## src/ssf_pkg.sv

```systemverilog
/*
  ssf_pkg: opcodes, bit counts, page size and timing for the scratch flash
  serial engine. assumes mclk runs at CLK_MHZ, 125 MHz, for the erase and program cycle counts.
*/
package ssf_pkg;
  localparam int          PAGE_BITS      = 128;
  localparam logic [7:0]  OP_READ_IDENTITY_CMD     = 8'h98;
  localparam logic [7:0]  OP_PROG_EN     = 8'hac;
  localparam logic [7:0]  OP_PROG_DIS    = 8'h78;
  localparam logic [7:0]  OP_ERASE       = 8'h0e;
  localparam logic [7:0]  OP_PROGRAM     = 8'h8e;
  localparam logic [7:0]  OP_READ_PAGE   = 8'h4e;
  localparam logic [7:0]  OP_STATUS      = 8'h4a;
  localparam logic [5:0]  OPCODE_BITS    = 6'd8;
  localparam logic [5:0]  XFER_START_BIT = 6'd11;
  localparam logic [5:0]  HEADER_BITS    = 6'd32;
  localparam logic [5:0]  ID_ENABLE_BIT  = 6'd31;
  localparam logic [1:0]  EXEC_CLOCKS    = 2'd3;
  // value is arbitrary
  localparam logic [31:0] IDENTITY_WORD  = 32'h5a3c_96e1;
  localparam int          ERASE_TIME_US  = 100;
  localparam int          PROG_TIME_US   = 100;
  localparam int          CLK_MHZ        = 125;
  localparam int          ERASE_CYCLES   = ERASE_TIME_US * CLK_MHZ;
  localparam int          PROG_CYCLES    = PROG_TIME_US * CLK_MHZ;
  localparam logic [1:0]  NVM_IDLE       = 2'b00;
  localparam logic [1:0]  NVM_ERASE      = 2'b01;
  localparam logic [1:0]  NVM_PROG       = 2'b11;
endpackage

```

## src/ssf_engine.sv

```systemverilog
/*
  ssf_engine: slave serial command engine for a one-page scratch flash.
  assumes serial clock, select and data come from an outside master and
  are sampled by mclk; the flash array is modelled as flip-flops.
*/
`timescale 1ns/1ns
module ssf_engine (
  input  wire logic mclk,
  input  wire logic rst,
  input  wire logic serialClk,
  input  wire logic chipSelectN,
  input  wire logic serialIn,
  input  wire logic portBlocked,
  output logic      serialOut,
  output logic      serialOutEn,
  output logic      programDoneFlag,
  output logic      programEnabled
);
  logic sclkS, csS, siS;
  ssf_sync uSclk (.mclk(mclk), .rst(rst), .pinIn(serialClk),   .pinOut(sclkS));
  ssf_sync uCs   (.mclk(mclk), .rst(rst), .pinIn(chipSelectN), .pinOut(csS));
  ssf_sync uSi   (.mclk(mclk), .rst(rst), .pinIn(serialIn),    .pinOut(siS));

  logic                            sclkPrev_q, csPrev_q;
  logic [5:0]                      bitCnt_q;
  logic [7:0]                      opcode_q;
  logic                            opValid_q;
  logic                            latch_q;
  logic [ssf_pkg::PAGE_BITS-1:0]   buffer_q;
  logic [ssf_pkg::PAGE_BITS-1:0]   flash_q;
  logic [31:0]                     idShift_q;
  logic [1:0]                      pendOp_q;
  logic [1:0]                      execCnt_q;
  logic [1:0]                      nvmState_q;
  logic [31:0]                     nvmCnt_q;
  logic                            doneFlag_q;
  logic                            soData_q, soEn_q;
  logic [8:0]                      progCnt_q;

  wire rise      = sclkS & ~sclkPrev_q;
  wire fall      = ~sclkS & sclkPrev_q;
  wire selected  = ~csS & ~portBlocked;
  wire csRise    = csS & ~csPrev_q;
  wire inHeader  = bitCnt_q < ssf_pkg::HEADER_BITS;
  wire [7:0] opNext = {opcode_q[6:0], siS};
  wire opDoneNow = rise & (bitCnt_q == ssf_pkg::OPCODE_BITS - 6'd1);
  wire isId      = opValid_q & (opcode_q == ssf_pkg::OP_READ_IDENTITY_CMD);
  wire isRead    = opValid_q & (opcode_q == ssf_pkg::OP_READ_PAGE);
  wire isProg    = opValid_q & (opcode_q == ssf_pkg::OP_PROGRAM) & latch_q;
  wire isStatus  = opValid_q & (opcode_q == ssf_pkg::OP_STATUS) & latch_q;
  wire nvmBusy   = nvmState_q != ssf_pkg::NVM_IDLE;
  wire execReady = opValid_q & (bitCnt_q >= ssf_pkg::HEADER_BITS);
  wire knownOp   = (opNext == ssf_pkg::OP_READ_IDENTITY_CMD) | (opNext == ssf_pkg::OP_PROG_EN)
                 | (opNext == ssf_pkg::OP_PROG_DIS) | (opNext == ssf_pkg::OP_ERASE)
                 | (opNext == ssf_pkg::OP_PROGRAM) | (opNext == ssf_pkg::OP_READ_PAGE)
                 | (opNext == ssf_pkg::OP_STATUS);

  always_ff @(posedge mclk) begin
    if (rst) begin
      sclkPrev_q <= 1'b0;
      csPrev_q   <= 1'b1;
    end else begin
      sclkPrev_q <= sclkS;
      csPrev_q   <= csS;
    end
  end

  always_ff @(posedge mclk) begin
    if (rst || !selected) begin
      bitCnt_q  <= 6'd0;
      opcode_q  <= 8'h00;
      opValid_q <= 1'b0;
    end else if (rise) begin
      if (inHeader) begin
        bitCnt_q <= bitCnt_q + 6'd1;
      end
      if (bitCnt_q < ssf_pkg::OPCODE_BITS) begin
        opcode_q <= opNext;
      end
      if (opDoneNow) begin
        opValid_q <= knownOp;
      end
    end
  end

  always_ff @(posedge mclk) begin
    if (rst) begin
      pendOp_q        <= 2'd0;
      execCnt_q       <= 2'd0;
      latch_q         <= 1'b0;
    end else if (csRise && execReady) begin
      execCnt_q <= 2'd0;
      if (opcode_q == ssf_pkg::OP_PROG_EN) begin
        pendOp_q <= 2'd1;
      end else if (opcode_q == ssf_pkg::OP_PROG_DIS) begin
        pendOp_q <= 2'd2;
      end else if (opcode_q == ssf_pkg::OP_ERASE && latch_q && !nvmBusy) begin
        pendOp_q <= 2'd3;
      end else if (isProg && progCnt_q == 9'(ssf_pkg::PAGE_BITS) && !nvmBusy) begin
        pendOp_q <= 2'd3;
      end else begin
        pendOp_q <= 2'd0;
      end
    end else if (pendOp_q != 2'd0 && rise && csS) begin
      if (execCnt_q == ssf_pkg::EXEC_CLOCKS - 2'd1) begin
        pendOp_q <= 2'd0;
        if (pendOp_q == 2'd1) begin
          latch_q <= 1'b1;
        end
        if (pendOp_q == 2'd2) begin
          latch_q <= 1'b0;
        end
      end else begin
        execCnt_q <= execCnt_q + 2'd1;
      end
    end
  end

  logic       progStart;
  logic       startIsErase_q;
  assign progStart = (pendOp_q == 2'd3) & rise & csS
                   & (execCnt_q == ssf_pkg::EXEC_CLOCKS - 2'd1);

  always_ff @(posedge mclk) begin
    if (rst) begin
      startIsErase_q <= 1'b0;
    end else if (csRise && execReady) begin
      startIsErase_q <= opcode_q == ssf_pkg::OP_ERASE;
    end
  end

  always_ff @(posedge mclk) begin
    if (rst) begin
      nvmState_q <= ssf_pkg::NVM_IDLE;
      nvmCnt_q   <= 32'd0;
      doneFlag_q <= 1'b1;
      flash_q    <= '1;
    end else begin
      case (nvmState_q)
        ssf_pkg::NVM_IDLE: begin
          if (progStart) begin
            nvmState_q <= startIsErase_q ? ssf_pkg::NVM_ERASE : ssf_pkg::NVM_PROG;
            nvmCnt_q   <= startIsErase_q ? 32'(ssf_pkg::ERASE_CYCLES)
                                         : 32'(ssf_pkg::PROG_CYCLES);
            doneFlag_q <= 1'b0;
          end
        end
        ssf_pkg::NVM_ERASE: begin
          if (nvmCnt_q <= 32'd1) begin
            flash_q    <= '1;
            doneFlag_q <= 1'b1;
            nvmState_q <= ssf_pkg::NVM_IDLE;
          end else begin
            nvmCnt_q <= nvmCnt_q - 32'd1;
          end
        end
        ssf_pkg::NVM_PROG: begin
          if (nvmCnt_q <= 32'd1) begin
            flash_q    <= buffer_q;
            doneFlag_q <= 1'b1;
            nvmState_q <= ssf_pkg::NVM_IDLE;
          end else begin
            nvmCnt_q <= nvmCnt_q - 32'd1;
          end
        end
        default: begin
          nvmState_q <= ssf_pkg::NVM_IDLE;
        end
      endcase
    end
  end

  wire xferNow = selected & rise & isRead & (bitCnt_q == ssf_pkg::XFER_START_BIT - 6'd1);
  wire dataPhase = opValid_q & ~inHeader;

  // read transfer on third dummy clock
  // fast read needs no extra wait
  always_ff @(posedge mclk) begin
    if (rst) begin
      buffer_q  <= '0;
      progCnt_q <= 9'd0;
    end else if (xferNow && !nvmBusy) begin
      buffer_q <= flash_q;
    end else if (selected && rise && dataPhase && isProg) begin
      buffer_q <= {siS, buffer_q[ssf_pkg::PAGE_BITS-1:1]};
      if (progCnt_q <= 9'(ssf_pkg::PAGE_BITS)) begin
        progCnt_q <= progCnt_q + 9'd1;
      end
    end else if (selected && fall && dataPhase && isRead) begin
      buffer_q <= {1'b0, buffer_q[ssf_pkg::PAGE_BITS-1:1]};
    end else if (selected && opDoneNow) begin
      progCnt_q <= 9'd0;
    end
  end

  // identity after clock 31, counted from 0
  always_ff @(posedge mclk) begin
    if (rst || !selected) begin
      soEn_q    <= 1'b0;
      soData_q  <= 1'b0;
      idShift_q <= ssf_pkg::IDENTITY_WORD;
    end else if (fall) begin
      if (isId && bitCnt_q > ssf_pkg::ID_ENABLE_BIT) begin
        soEn_q    <= 1'b1;
        soData_q  <= idShift_q[0];
        idShift_q <= {1'b0, idShift_q[31:1]};
      end else if (isRead && dataPhase) begin
        soEn_q   <= 1'b1;
        soData_q <= buffer_q[0];
      end else if (isStatus && dataPhase) begin
        soEn_q   <= 1'b1;
        soData_q <= ~soEn_q ? doneFlag_q : 1'b0;
      end
    end
  end

  assign serialOut       = soData_q;
  assign serialOutEn     = soEn_q;
  assign programDoneFlag = doneFlag_q;
  assign programEnabled  = latch_q;

  a_blocked_quiet: assert property (@(posedge mclk) disable iff (rst)
    portBlocked |=> ##1 !serialOutEn) else $error("output driven while port blocked");
  a_desel_float: assert property (@(posedge mclk) disable iff (rst)
    csS |=> !serialOutEn) else $error("output driven while deselected");
  a_prog_float: assert property (@(posedge mclk) disable iff (rst)
    isProg |-> !serialOutEn) else $error("output driven during program");
  a_erase_flag: assert property (@(posedge mclk) disable iff (rst)
    (progStart && startIsErase_q) |=> !programDoneFlag && nvmState_q == ssf_pkg::NVM_ERASE)
    else $error("erase start did not clear flag");
  a_busy_flag: assert property (@(posedge mclk) disable iff (rst)
    nvmBusy |-> !programDoneFlag) else $error("flag high while busy");
  a_no_abort: assert property (@(posedge mclk) disable iff (rst)
    (nvmBusy && nvmCnt_q > 32'd1) |=> nvmBusy) else $error("operation aborted");
  a_latch_gate: assert property (@(posedge mclk) disable iff (rst)
    (progStart) |-> latch_q) else $error("erase or program without latch");
  a_latch_hold: assert property (@(posedge mclk) disable iff (rst)
    ($fell(latch_q)) |-> $past(pendOp_q) == 2'd2) else $error("latch cleared without disable");
  a_id_wait: assert property (@(posedge mclk) disable iff (rst)
    (isId && inHeader) |-> !serialOutEn) else $error("identity driven inside header");
  a_latch_clear: assert property (@(posedge mclk) disable iff (rst)
    (pendOp_q == 2'd2 && rise && csS && execCnt_q == ssf_pkg::EXEC_CLOCKS - 2'd1)
    |=> !programEnabled) else $error("disable left latch set");
  a_unknown_quiet: assert property (@(posedge mclk) disable iff (rst)
    !opValid_q |-> !serialOutEn) else $error("output driven without a known opcode");
  a_full_page: assert property (@(posedge mclk) disable iff (rst)
    (progStart && !startIsErase_q) |-> progCnt_q == 9'(ssf_pkg::PAGE_BITS))
    else $error("program started on a partial page");
  a_done_set: assert property (@(posedge mclk) disable iff (rst)
    (nvmBusy && nvmCnt_q <= 32'd1) |=> programDoneFlag && !nvmBusy)
    else $error("flag not set at end of operation");
endmodule

```

## src/ssf_sync.sv

```systemverilog
/*
  ssf_sync: two-stage synchroniser for one pin level.
  assumes the input is asynchronous to mclk.
*/
`timescale 1ns/1ns
module ssf_sync (
  input  wire logic mclk,
  input  wire logic rst,
  input  wire logic pinIn,
  output logic      pinOut
);
  logic stage1_q;
  always_ff @(posedge mclk) begin
    if (rst) begin
      stage1_q <= 1'b1;
      pinOut   <= 1'b1;
    end else begin
      stage1_q <= pinIn;
      pinOut   <= stage1_q;
    end
  end
endmodule

```

## config.mk

```make
export PLATFORM = sky130hd
export DESIGN_NAME = ssf_engine
export DESIGN_NICKNAME = d
export VERILOG_FILES = /design/src/ssf_pkg.sv /design/src/ssf_engine.sv /design/src/ssf_sync.sv
export SDC_FILE = /design/constraint.sdc
export NUM_CORES = 1
export LEC_CHECK = 0
export BUFFER_PORTS_ARGS = -buffer_cell sky130_fd_sc_hd__buf_2
export CORE_AREA = 5 5 173 208
export DETAILED_ROUTE_END_ITERATION = 7
export DIE_AREA = 0 0 178 213
export HOLD_SLACK_MARGIN = 0.03
export SLEW_MARGIN = 20
export SYNTH_ARGS = -nofsm -noshare
export SYNTH_HDL_FRONTEND = slang
export SYNTH_SLANG_ARGS = --single-unit
```

## constraint.sdc

```tcl
create_clock -name mclk -period 2.9 [get_ports mclk]
set_clock_uncertainty 0.05 [all_clocks]
set_input_delay 0.435 -clock mclk [delete_from_list [all_inputs] [get_ports mclk]]
set_output_delay 0.435 -clock mclk [all_outputs]
set_load 0.005 [all_outputs]
```

==> results_tabular.tex, run 1 <==
\begin{tabular}{lr}
\hline
Metric & Value \\
\hline
\multicolumn{2}{l}{\textbf{Timing}} \\
Hold Violations, Final & 0 \\
Unrepaired setup endpoints after global routing & no \\
Upper clock frequency limit & 391.6 MHz \\
Final number of setup-violating endpoints & 0 \\
Slew Limit Headroom & 54.42\% \\
Pin slew with the least headroom to its limit & 0.6838 ns \\
Clock period minus final worst setup slack & 2.553 ns \\
Minimum hold slack & 0.1959 ns \\
Setup TNS & 0 ns \\
Final critical-path share of the clock period & 88.05\% \\
Max-slew violation total from the final report & 0 \\
\multicolumn{2}{l}{\textbf{Critical path}} \\
Setup CP Type & flop to flop \\
Crit path largest cell delay & 0.62 ns \\
Worst setup SP type & flop \\
Critical Path End Type & flop \\
Chain of cells forming the critical path & or4\_1 > nor2\_1 > nand4\_2 > or4\_4 > buf\_12 > o22a\_1 \\
Critical path's slowest cell & sky130\_fd\_sc\_hd\_\_or4\_1 \\
Buffering stage count on the worst path with inverters included & 1 \\
Worst path top cell family by delay & simple AND/OR/NAND/NOR gates \\
Maximum fanout count along the critical path & 128 \\
CP required & 3.26 ns \\
Data arrival time of the critical path & 2.91 ns \\
\multicolumn{2}{l}{\textbf{Die}} \\
Initial standard-cell utilization of the core & 42.11\% \\
Area of the die & 37910 um\^{}2 \\
Standard-cell row count & 74 \\
Horizontal extent of the die & 178 um \\
I/O Pins & 10 \\
Height of the die & 213 um \\
Core footprint & 33790 um\^{}2 \\
\multicolumn{2}{l}{\textbf{Power}} \\
Share of power burned in the clock network & 48.1\% \\
Relative contribution of combinational cells to total power & 1.5\% \\
Internal Power & 0.007874 W \\
Power, Total & 0.009881 W \\
Leak pwr & 5.154 nW \\
VDD IR max & 0.3561 mV \\
Ratio of total power to cell area & 614.7 nW/um\^{}2 \\
Net load switching power & 0.002006 W \\
Net switching fraction of the power & 20.31\% \\
Portion of total power attributed to sequential cells & 50.4\% \\
\multicolumn{2}{l}{\textbf{Synth}} \\
Syn Area/Cell & 9.896 um\^{}2 \\
Syn nets & 1455 \\
Cells taking the most area after synthesis & sky130\_fd\_sc\_hd\_\_dfxtp\_1 (51\%), sky130\_fd\_sc\_hd\_\_mux2i\_1 (9.1\%), sky130\_fd\_sc\_hd\_\_o22a\_1 (7.9\%), sky130\_fd\_sc\_hd\_\_a211oi\_1 (7.1\%), sky130\_fd\_sc\_hd\_\_nor2\_1 (4.5\%) \\
Share of the yosys chip area belonging to registers & 50.93\% \\
Warning count from the yosys run & 0 \\
Asr flop ratio synth & 0\% \\
Primary FF master, synth & sky130\_fd\_sc\_hd\_\_dfxtp\_1 \\
Cell Area, Synth & 14230 um\^{}2 \\
Number of unique standard cell types used by synthesis & 54 \\
Post-synth EDFFs & 0 \\
Cell count after synthesis & 1438 \\
Flops \& latches, synth & 362 \\
Area share of the leading cell type in the synthesized netlist & 50.93\% \\
Largest area contributor in the synthesized netlist & sky130\_fd\_sc\_hd\_\_dfxtp\_1 \\
\multicolumn{2}{l}{\textbf{Global routing}} \\
Maximum number of pins on one net before global-route repair & 130 \\
GRT Util Overall & 14.95\% \\
Antenna violations before repair & 1 \\
Vias in the first global route & 10170 \\
Global-route wire length before repair & 48910 um \\
GRT Residual Overflow & 0 \\
\multicolumn{2}{l}{\textbf{Placement}} \\
Buffers on Ports & 9 \\
Gpl congestion & 0.7489 \\
Half-perimeter wire length after placement & 16230 um \\
Placed cell count & 1827 \\
\multicolumn{2}{l}{\textbf{Routing}} \\
Routed Antenna Nets & 0 \\
Drt first-iter violations & 565 \\
Routed WL per cell & 14.75 um \\
Drt total wl & 28000 um \\
DR vias/cell & 5.476 \\
Drt pass-1 iters & 4 \\
Number of remaining DRC errors & 0 \\
Via count of the routed design & 10390 \\
\multicolumn{2}{l}{\textbf{Layout}} \\
Post-route core utilization & 47.56\% \\
Area Growth Syn to Fin & 12.95\% \\
Final-stage net count & 1432 \\
Count of placed standard cells in the final layout, fillers left out & 1898 \\
Fraction of final layout cells sized beyond drive strength 1 & 9.223\% \\
Antenna Cells & 0 \\
Number of fill cells & 3143 \\
\multicolumn{2}{l}{\textbf{Clock tree}} \\
Post-CTS Setup Bufs & 0 \\
Later-pin clock latency in the skew report & 0.53 ns \\
Inserted Clock Buffers & 39 \\
Clock Root Buffer & sky130\_fd\_sc\_hd\_\_clkbuf\_16 \\
CTS Buffer Depth & 3 \\
Depth of the CTS H-tree & 2 \\
Number of hold buffers added after CTS & 3 \\
Clock-pin slew on the worst setup and hold paths & 0.06 ns \\
CTS tree & done \\
Gates resized, CTS repair & 0 \\
Num Clock Sinks & 362 \\
\multicolumn{2}{l}{\textbf{Run status}} \\
Run status & completed \\
\multicolumn{2}{l}{\textbf{Job}} \\
Max capacitance violation total & 0 \\
\multicolumn{2}{l}{\textbf{Worst hold path}} \\
Class of the worst hold path & primary input to flop \\
\hline
\end{tabular}
[layout make-up]
cell class / count / area (um^2) / share of cell area, %
timing repair buffer: 51 / 561.8 / 3.495
clock inverter: 6 / 36.28 / 0.2258
multi-input combinational: 948 / 6396 / 39.79
tap: 456 / 570.5 / 3.550
sequential: 362 / 7247 / 45.09
inverter: 13 / 48.80 / 0.3036
clock buffer: 62 / 1212 / 7.543
[metrics by stage]
stage	worst slack [ns]	area [um^2]
2_1_floorplan	0.5723	14230
5_1_grt	0.2305	16070
3_5_place_dp	0.3740	14790
6_report	0.3466	16070
3_3_place_gp	0.3873	14790
4_1_cts	0.3456	16070
[cells by family (layout without fill, tap and decap cells)]
family          count (synthesis)  count (layout)  share of synthesized area (%)
mux                           130             130                          9.144
xor+xnor                       11              11                         0.6771
buf+inv                       128             132                          4.352
fa+ha+maj                      11              11                         0.9672
simple gates                  420             420                          14.23
compound gates                376             376                          19.70
flops                         362             362                          50.93
[path summary, 6_finish.rpt]
check,startpoint,end,slack (ns),depth (start not counted)
worst max-delay path,nvmCnt_q[8]$_SDFFE_PP0P_,flash_q[107]$_SDFFE_PP1P_,0.35,6
worst min-delay path,rst,progCnt_q[0]$_SDFFE_PP0P_,0.20,2
worst max register to register,nvmCnt_q[8]$_SDFFE_PP0P_,flash_q[107]$_SDFFE_PP1P_,0.35,6
worst min register to register,uSclk.stage1_q$_SDFF_PP1_,uSclk.pinOut$_SDFF_PP1_,0.35,1
[cells in the final DEF (no fill, tap or decap), types with 18 or more instances in the layout]
cell type	netlist	final
sky130_fd_sc_hd__dfxtp_1	362	362
sky130_fd_sc_hd__nor2_1	172	172
sky130_fd_sc_hd__a211oi_1	134	133
sky130_fd_sc_hd__mux2i_1	130	130
sky130_fd_sc_hd__o22a_1	128	128
sky130_fd_sc_hd__nand2_1	96	96
sky130_fd_sc_hd__a21oi_1	58	57
sky130_fd_sc_hd__clkbuf_16	0	39
sky130_fd_sc_hd__nand3_1	33	33
sky130_fd_sc_hd__buf_4	1	24
sky130_fd_sc_hd__o21ai_0	22	22
sky130_fd_sc_hd__or3_1	19	18
[power by group through the flow]
stage / registers, W / logic (W) / clock network [W]
6_report: 0.00498 / 0.000147 / 0.00475
5_1_grt: 0.00498 / 0.000160 / 0.00509
4_1_cts: 0.00498 / 0.000149 / 0.00490
3_5_place_dp: 0.00509 / 0.000146 / 0
3_3_place_gp: 0.00509 / 0.000146 / 0
2_1_floorplan: 0.00509 / 0.0000850 / 0
[sequential cells by signal, indices dropped and copies added, names as in the netlist]
signal and cells:
bitCnt_q 6, programDoneFlag 1, flash_q 128, startIsErase_q 1, nvmCnt_q 32, execCnt_q 2, uCs.stage1_q 1, opcode_q 8
idShift_q 31, opValid_q 1, nvmState_q 2, csPrev_q 1, serialOut 1, uCs.pinOut 1, progCnt_q 9, uSi.pinOut 1
sclkPrev_q 1, pendOp_q 2, buffer_q 128, uSclk.stage1_q 1, uSi.stage1_q 1, serialOutEn 1, programEnabled 1, uSclk.pinOut 1
[Yosys cell counts, types with 13 or more instances]
| cell | n |
|---|---|
| sky130_fd_sc_hd__inv_1 | 13 |
| sky130_fd_sc_hd__o22a_1 | 128 |
| sky130_fd_sc_hd__a211oi_1 | 134 |
| sky130_fd_sc_hd__o21ai_0 | 22 |
| sky130_fd_sc_hd__clkbuf_1 | 71 |
| sky130_fd_sc_hd__nand2_1 | 96 |
| sky130_fd_sc_hd__or4_1 | 13 |
| sky130_fd_sc_hd__nor3_1 | 15 |
| sky130_fd_sc_hd__or3_1 | 19 |
| sky130_fd_sc_hd__a21oi_1 | 58 |
| sky130_fd_sc_hd__buf_2 | 30 |
| sky130_fd_sc_hd__nor2_1 | 172 |
| sky130_fd_sc_hd__nand3_1 | 33 |
| sky130_fd_sc_hd__mux2i_1 | 130 |
| sky130_fd_sc_hd__dfxtp_1 | 362 |
| sky130_fd_sc_hd__buf_6 | 13 |
[per-layer routing]
layer	share of wire, %	vias up	GRT usage, %
met4	2.7	2	4.856
li1	-	5230	-
met1	48	5010	19.37
met3	2.7	52	2.497
met5	0.046	-	0
met2	47	100	25.46
No activity file was read; power rests on OpenSTA's default activity.
==> inputs of run 2 (changes only) <==
--- a/config.mk
+++ b/config.mk
@@ -10,6 +10,7 @@
 export DETAILED_ROUTE_END_ITERATION = 7
 export DIE_AREA = 0 0 178 213
 export HOLD_SLACK_MARGIN = 0.03
+export REMOVE_ABC_BUFFERS = 1
 export SLEW_MARGIN = 20
 export SYNTH_ARGS = -nofsm -noshare
 export SYNTH_HDL_FRONTEND = slang
==> run 2 against run 1 <==
  * Largest power group unchanged
  * Routed wire length decreased by 0.49%
  * Setup slack lost 0.020 ns
  * Count of clock-buffer cells in the layout rose by 1
  * Fmax shrank 0.79%
==> results_tabular.tex, run 2 (synthesis results as in run 1) <==
\begin{tabular}{lr}
\hline
Metric & Value \\
\hline
\multicolumn{2}{l}{\textbf{Layout}} \\
Total area of sequential cells & 7247 um\^{}2 (unchanged) \\
Fraction of final layout cells sized beyond drive strength 1 & 8.768\% (-0.46 points) \\
Number of fill cells & 3136 (-0.22\%) \\
Most common cell after layout, fill and taps aside & sky130\_fd\_sc\_hd\_\_dfxtp\_1 \\
Post-route core utilization & 47.25\% (-0.31 points) \\
Antenna Cells & 0 (unchanged) \\
Final-stage net count & 1425 (-0.49\%) \\
Area Growth Syn to Fin & 12.22\% \\
Area used by multi-input combinational logic & 6396 um\^{}2 (unchanged) \\
Top library cells by usage in the layout, fill and taps aside & sky130\_fd\_sc\_hd\_\_dfxtp\_1 (362), sky130\_fd\_sc\_hd\_\_nor2\_1 (172), sky130\_fd\_sc\_hd\_\_a211oi\_1 (133), sky130\_fd\_sc\_hd\_\_mux2i\_1 (130), sky130\_fd\_sc\_hd\_\_o22a\_1 (128) \\
Top flop regs & buffer\_q (128), flash\_q (128), nvmCnt\_q (32) \\
\multicolumn{2}{l}{\textbf{Timing}} \\
Unrepaired setup endpoints after global routing & no \\
Hold Violations, Final & 0 (unchanged) \\
Final critical-path share of the clock period & 88.75\% (+0.70 points) \\
Max-slew violation total from the final report & 0 (unchanged) \\
Upper clock frequency limit & 388.5 MHz (-0.79\%) \\
Pin slew with the least headroom to its limit & 0.7230 ns (+0.03920 ns) \\
Clock period minus final worst setup slack & 2.574 ns (+0.02040 ns) \\
Minimum hold slack & 0.05381 ns (-0.1421 ns) \\
Slew Limit Headroom & 51.80\% (-2.6 points) \\
Post-layout worst setup margin & 0.3262 ns (-0.02040 ns) \\
Final number of setup-violating endpoints & 0 (unchanged) \\
Setup TNS & 0 ns (unchanged) \\
\multicolumn{2}{l}{\textbf{Power}} \\
Leak pwr & 5.100 nW (-1.1\%) \\
VDD IR max & 0.4133 mV (+16\%) \\
Net load switching power & 0.002019 W (+0.61\%) \\
Ratio of total power to cell area & 620.6 nW/um\^{}2 (+0.95\%) \\
Share of power burned in the clock network & 48.4\% (+0.3 points) \\
Internal Power & 0.007891 W (+0.21\%) \\
Net switching fraction of the power & 20.37\% (+0.064 points) \\
Portion of total power attributed to sequential cells & 50.3\% (about the same) \\
Relative contribution of combinational cells to total power & 1.3\% (-0.2 points) \\
\multicolumn{2}{l}{\textbf{Critical path}} \\
Worst path top cell family by delay & simple AND/OR/NAND/NOR gates \\
CP required & 3.25 ns (about the same) \\
Crit path largest cell delay & 0.59 ns (-0.03 ns) \\
Critical path's slowest cell & sky130\_fd\_sc\_hd\_\_or4\_4 \\
Critical Path End Type & flop \\
Worst setup SP type & flop \\
Chain of cells forming the critical path & or4\_4 > nor3\_2 > nand4\_2 > or4\_4 > buf\_12 > o22a\_1 \\
Buffering stage count on the worst path with inverters included & 1 (unchanged) \\
Maximum fanout count along the critical path & 128 (unchanged) \\
Setup CP Type & flop to flop \\
Data arrival time of the critical path & 2.92 ns (about the same) \\
Most used cell along the critical path & sky130\_fd\_sc\_hd\_\_or4\_4 \\
\multicolumn{2}{l}{\textbf{Placement}} \\
Buffers on Ports & 9 (unchanged) \\
Gpl congestion & 0.8012 (+7.0\%) \\
Pre-CTS WS & 0.3634 ns (-0.01056 ns) \\
Half-perimeter wire length after placement & 16010 um (-1.3\%) \\
\multicolumn{2}{l}{\textbf{Routing}} \\
Drt first-iter violations & 639 (+13\%) \\
Via count of the routed design & 10350 (-0.40\%) \\
Drt pass-1 iters & 4 (unchanged) \\
Number of remaining DRC errors & 0 (unchanged) \\
Routed Antenna Nets & 0 (unchanged) \\
Routed WL per cell & 14.72 um (-0.22\%) \\
DR vias/cell & 5.469 (-0.14\%) \\
Drt total wl & 27870 um (-0.49\%) \\
\multicolumn{2}{l}{\textbf{Global routing}} \\
GRT Residual Overflow & 0 (unchanged) \\
GRT Util Overall & 14.75\% (-0.20 points) \\
Maximum number of pins on one net before global-route repair & 129 (-0.77\%) \\
Global-route wire length before repair & 48600 um (-0.65\%) \\
Antenna violations before repair & 0 (-1) \\
Vias in the first global route & 10140 (-0.29\%) \\
\multicolumn{2}{l}{\textbf{Die}} \\
Initial standard-cell utilization of the core & 42.11\% (unchanged) \\
Area of the die & 37910 um\^{}2 (unchanged) \\
Core footprint & 33790 um\^{}2 (unchanged) \\
Standard-cell row count & 74 (unchanged) \\
Height of the die & 213 um (unchanged) \\
Horizontal extent of the die & 178 um (unchanged) \\
I/O Pins & 10 (unchanged) \\
\multicolumn{2}{l}{\textbf{Clock tree}} \\
Number of hold buffers added after CTS & 1 (-2) \\
Clock-pin slew on the worst setup and hold paths & 0.06 ns (about the same) \\
CTS tree & done \\
Post-CTS Setup Bufs & 0 (unchanged) \\
CTS Buffer Depth & 3 (unchanged) \\
Depth of the CTS H-tree & 2 (unchanged) \\
Gates resized, CTS repair & 0 (unchanged) \\
Inserted Clock Buffers & 39 (unchanged) \\
Clock Root Buffer & sky130\_fd\_sc\_hd\_\_clkbuf\_16 \\
Later-pin clock latency in the skew report & 0.52 ns (about the same) \\
Num Clock Sinks & 362 (unchanged) \\
\multicolumn{2}{l}{\textbf{Job}} \\
Max capacitance violation total & 0 (unchanged) \\
\multicolumn{2}{l}{\textbf{Run status}} \\
Run status & completed \\
\multicolumn{2}{l}{\textbf{Worst hold path}} \\
Class of the worst hold path & primary input to flop \\
\hline
\end{tabular}
==> run 2: cell types whose count changed in the layout (fill, tap and decap cells not counted) <==
cell                            delta
sky130_fd_sc_hd__dlygate4sd3_1     -2
sky130_fd_sc_hd__buf_4             -1
sky130_fd_sc_hd__bufinv_16         +1
sky130_fd_sc_hd__clkbuf_1          +4
sky130_fd_sc_hd__buf_12            -4
sky130_fd_sc_hd__clkbuf_8          -3
==> run 2: per-stage QoR <==
step                      instances  area, um^2  power (W)
after global routing           1893       15970    0.01028
final                          1893       15970   0.009910
after detailed placement       1822       14710   0.005225
after floorplan                1323       13660   0.005136
after CTS                      1893       15970    0.01006
after global placement         1822       14710   0.005225
==> run 2: worst register-to-register path, cell delays in order, from the launching register on <==
cell and delay (ns):
sky130_fd_sc_hd__dfxtp_1 0.37, sky130_fd_sc_hd__or4_4 0.59, sky130_fd_sc_hd__nor3_2 0.24, sky130_fd_sc_hd__nand4_2 0.13, sky130_fd_sc_hd__or4_4 0.45, sky130_fd_sc_hd__buf_12 0.27, sky130_fd_sc_hd__o22a_1 0.37
==> run 2: layer usage <==
metal	up-vias	GRT usage, %	wire length (um)
li1	5227	-	-
met1	5000	19.38	13520
met2	84	25.32	13130
met3	41	2.408	760
met4	0	3.815	457
met5	-	0	0
==> run 2: power groups by stage <==
stage | Clock, W | Combinational [W] | Sequential (W)
after global routing | 0.00516 | 0.000142 | 0.00498
after CTS | 0.00494 | 0.000134 | 0.00498
after floorplan | 0 | 0.0000456 | 0.00509
after detailed placement | 0 | 0.000132 | 0.00509
final | 0.00480 | 0.000131 | 0.00498
after global placement | 0 | 0.000132 | 0.00509
==> run 2: final timing paths <==
path	depth (start not counted)	startpoint	slack, ns	end
max	6	nvmCnt_q[16]$_SDFFE_PP0P_	0.33	flash_q[82]$_SDFFE_PP1P_
min	2	serialIn	0.05	uSi.stage1_q$_SDFF_PP1_
max reg2reg	6	nvmCnt_q[16]$_SDFFE_PP0P_	0.33	flash_q[82]$_SDFFE_PP1P_
min reg2reg	1	uSi.stage1_q$_SDFF_PP1_	0.36	uSi.pinOut$_SDFF_PP1_
==> run 2: layout make-up <==
| class | instances | area share, % |
|---|---|---|
| clock buffers | 63 | 7.428 |
| clock inverters | 7 | 0.4153 |
| inverters | 13 | 0.3056 |
| multi-input cells | 948 | 40.05 |
| flip-flops and latches | 362 | 45.38 |
| well taps | 456 | 3.573 |
| repair buffers | 44 | 2.844 |
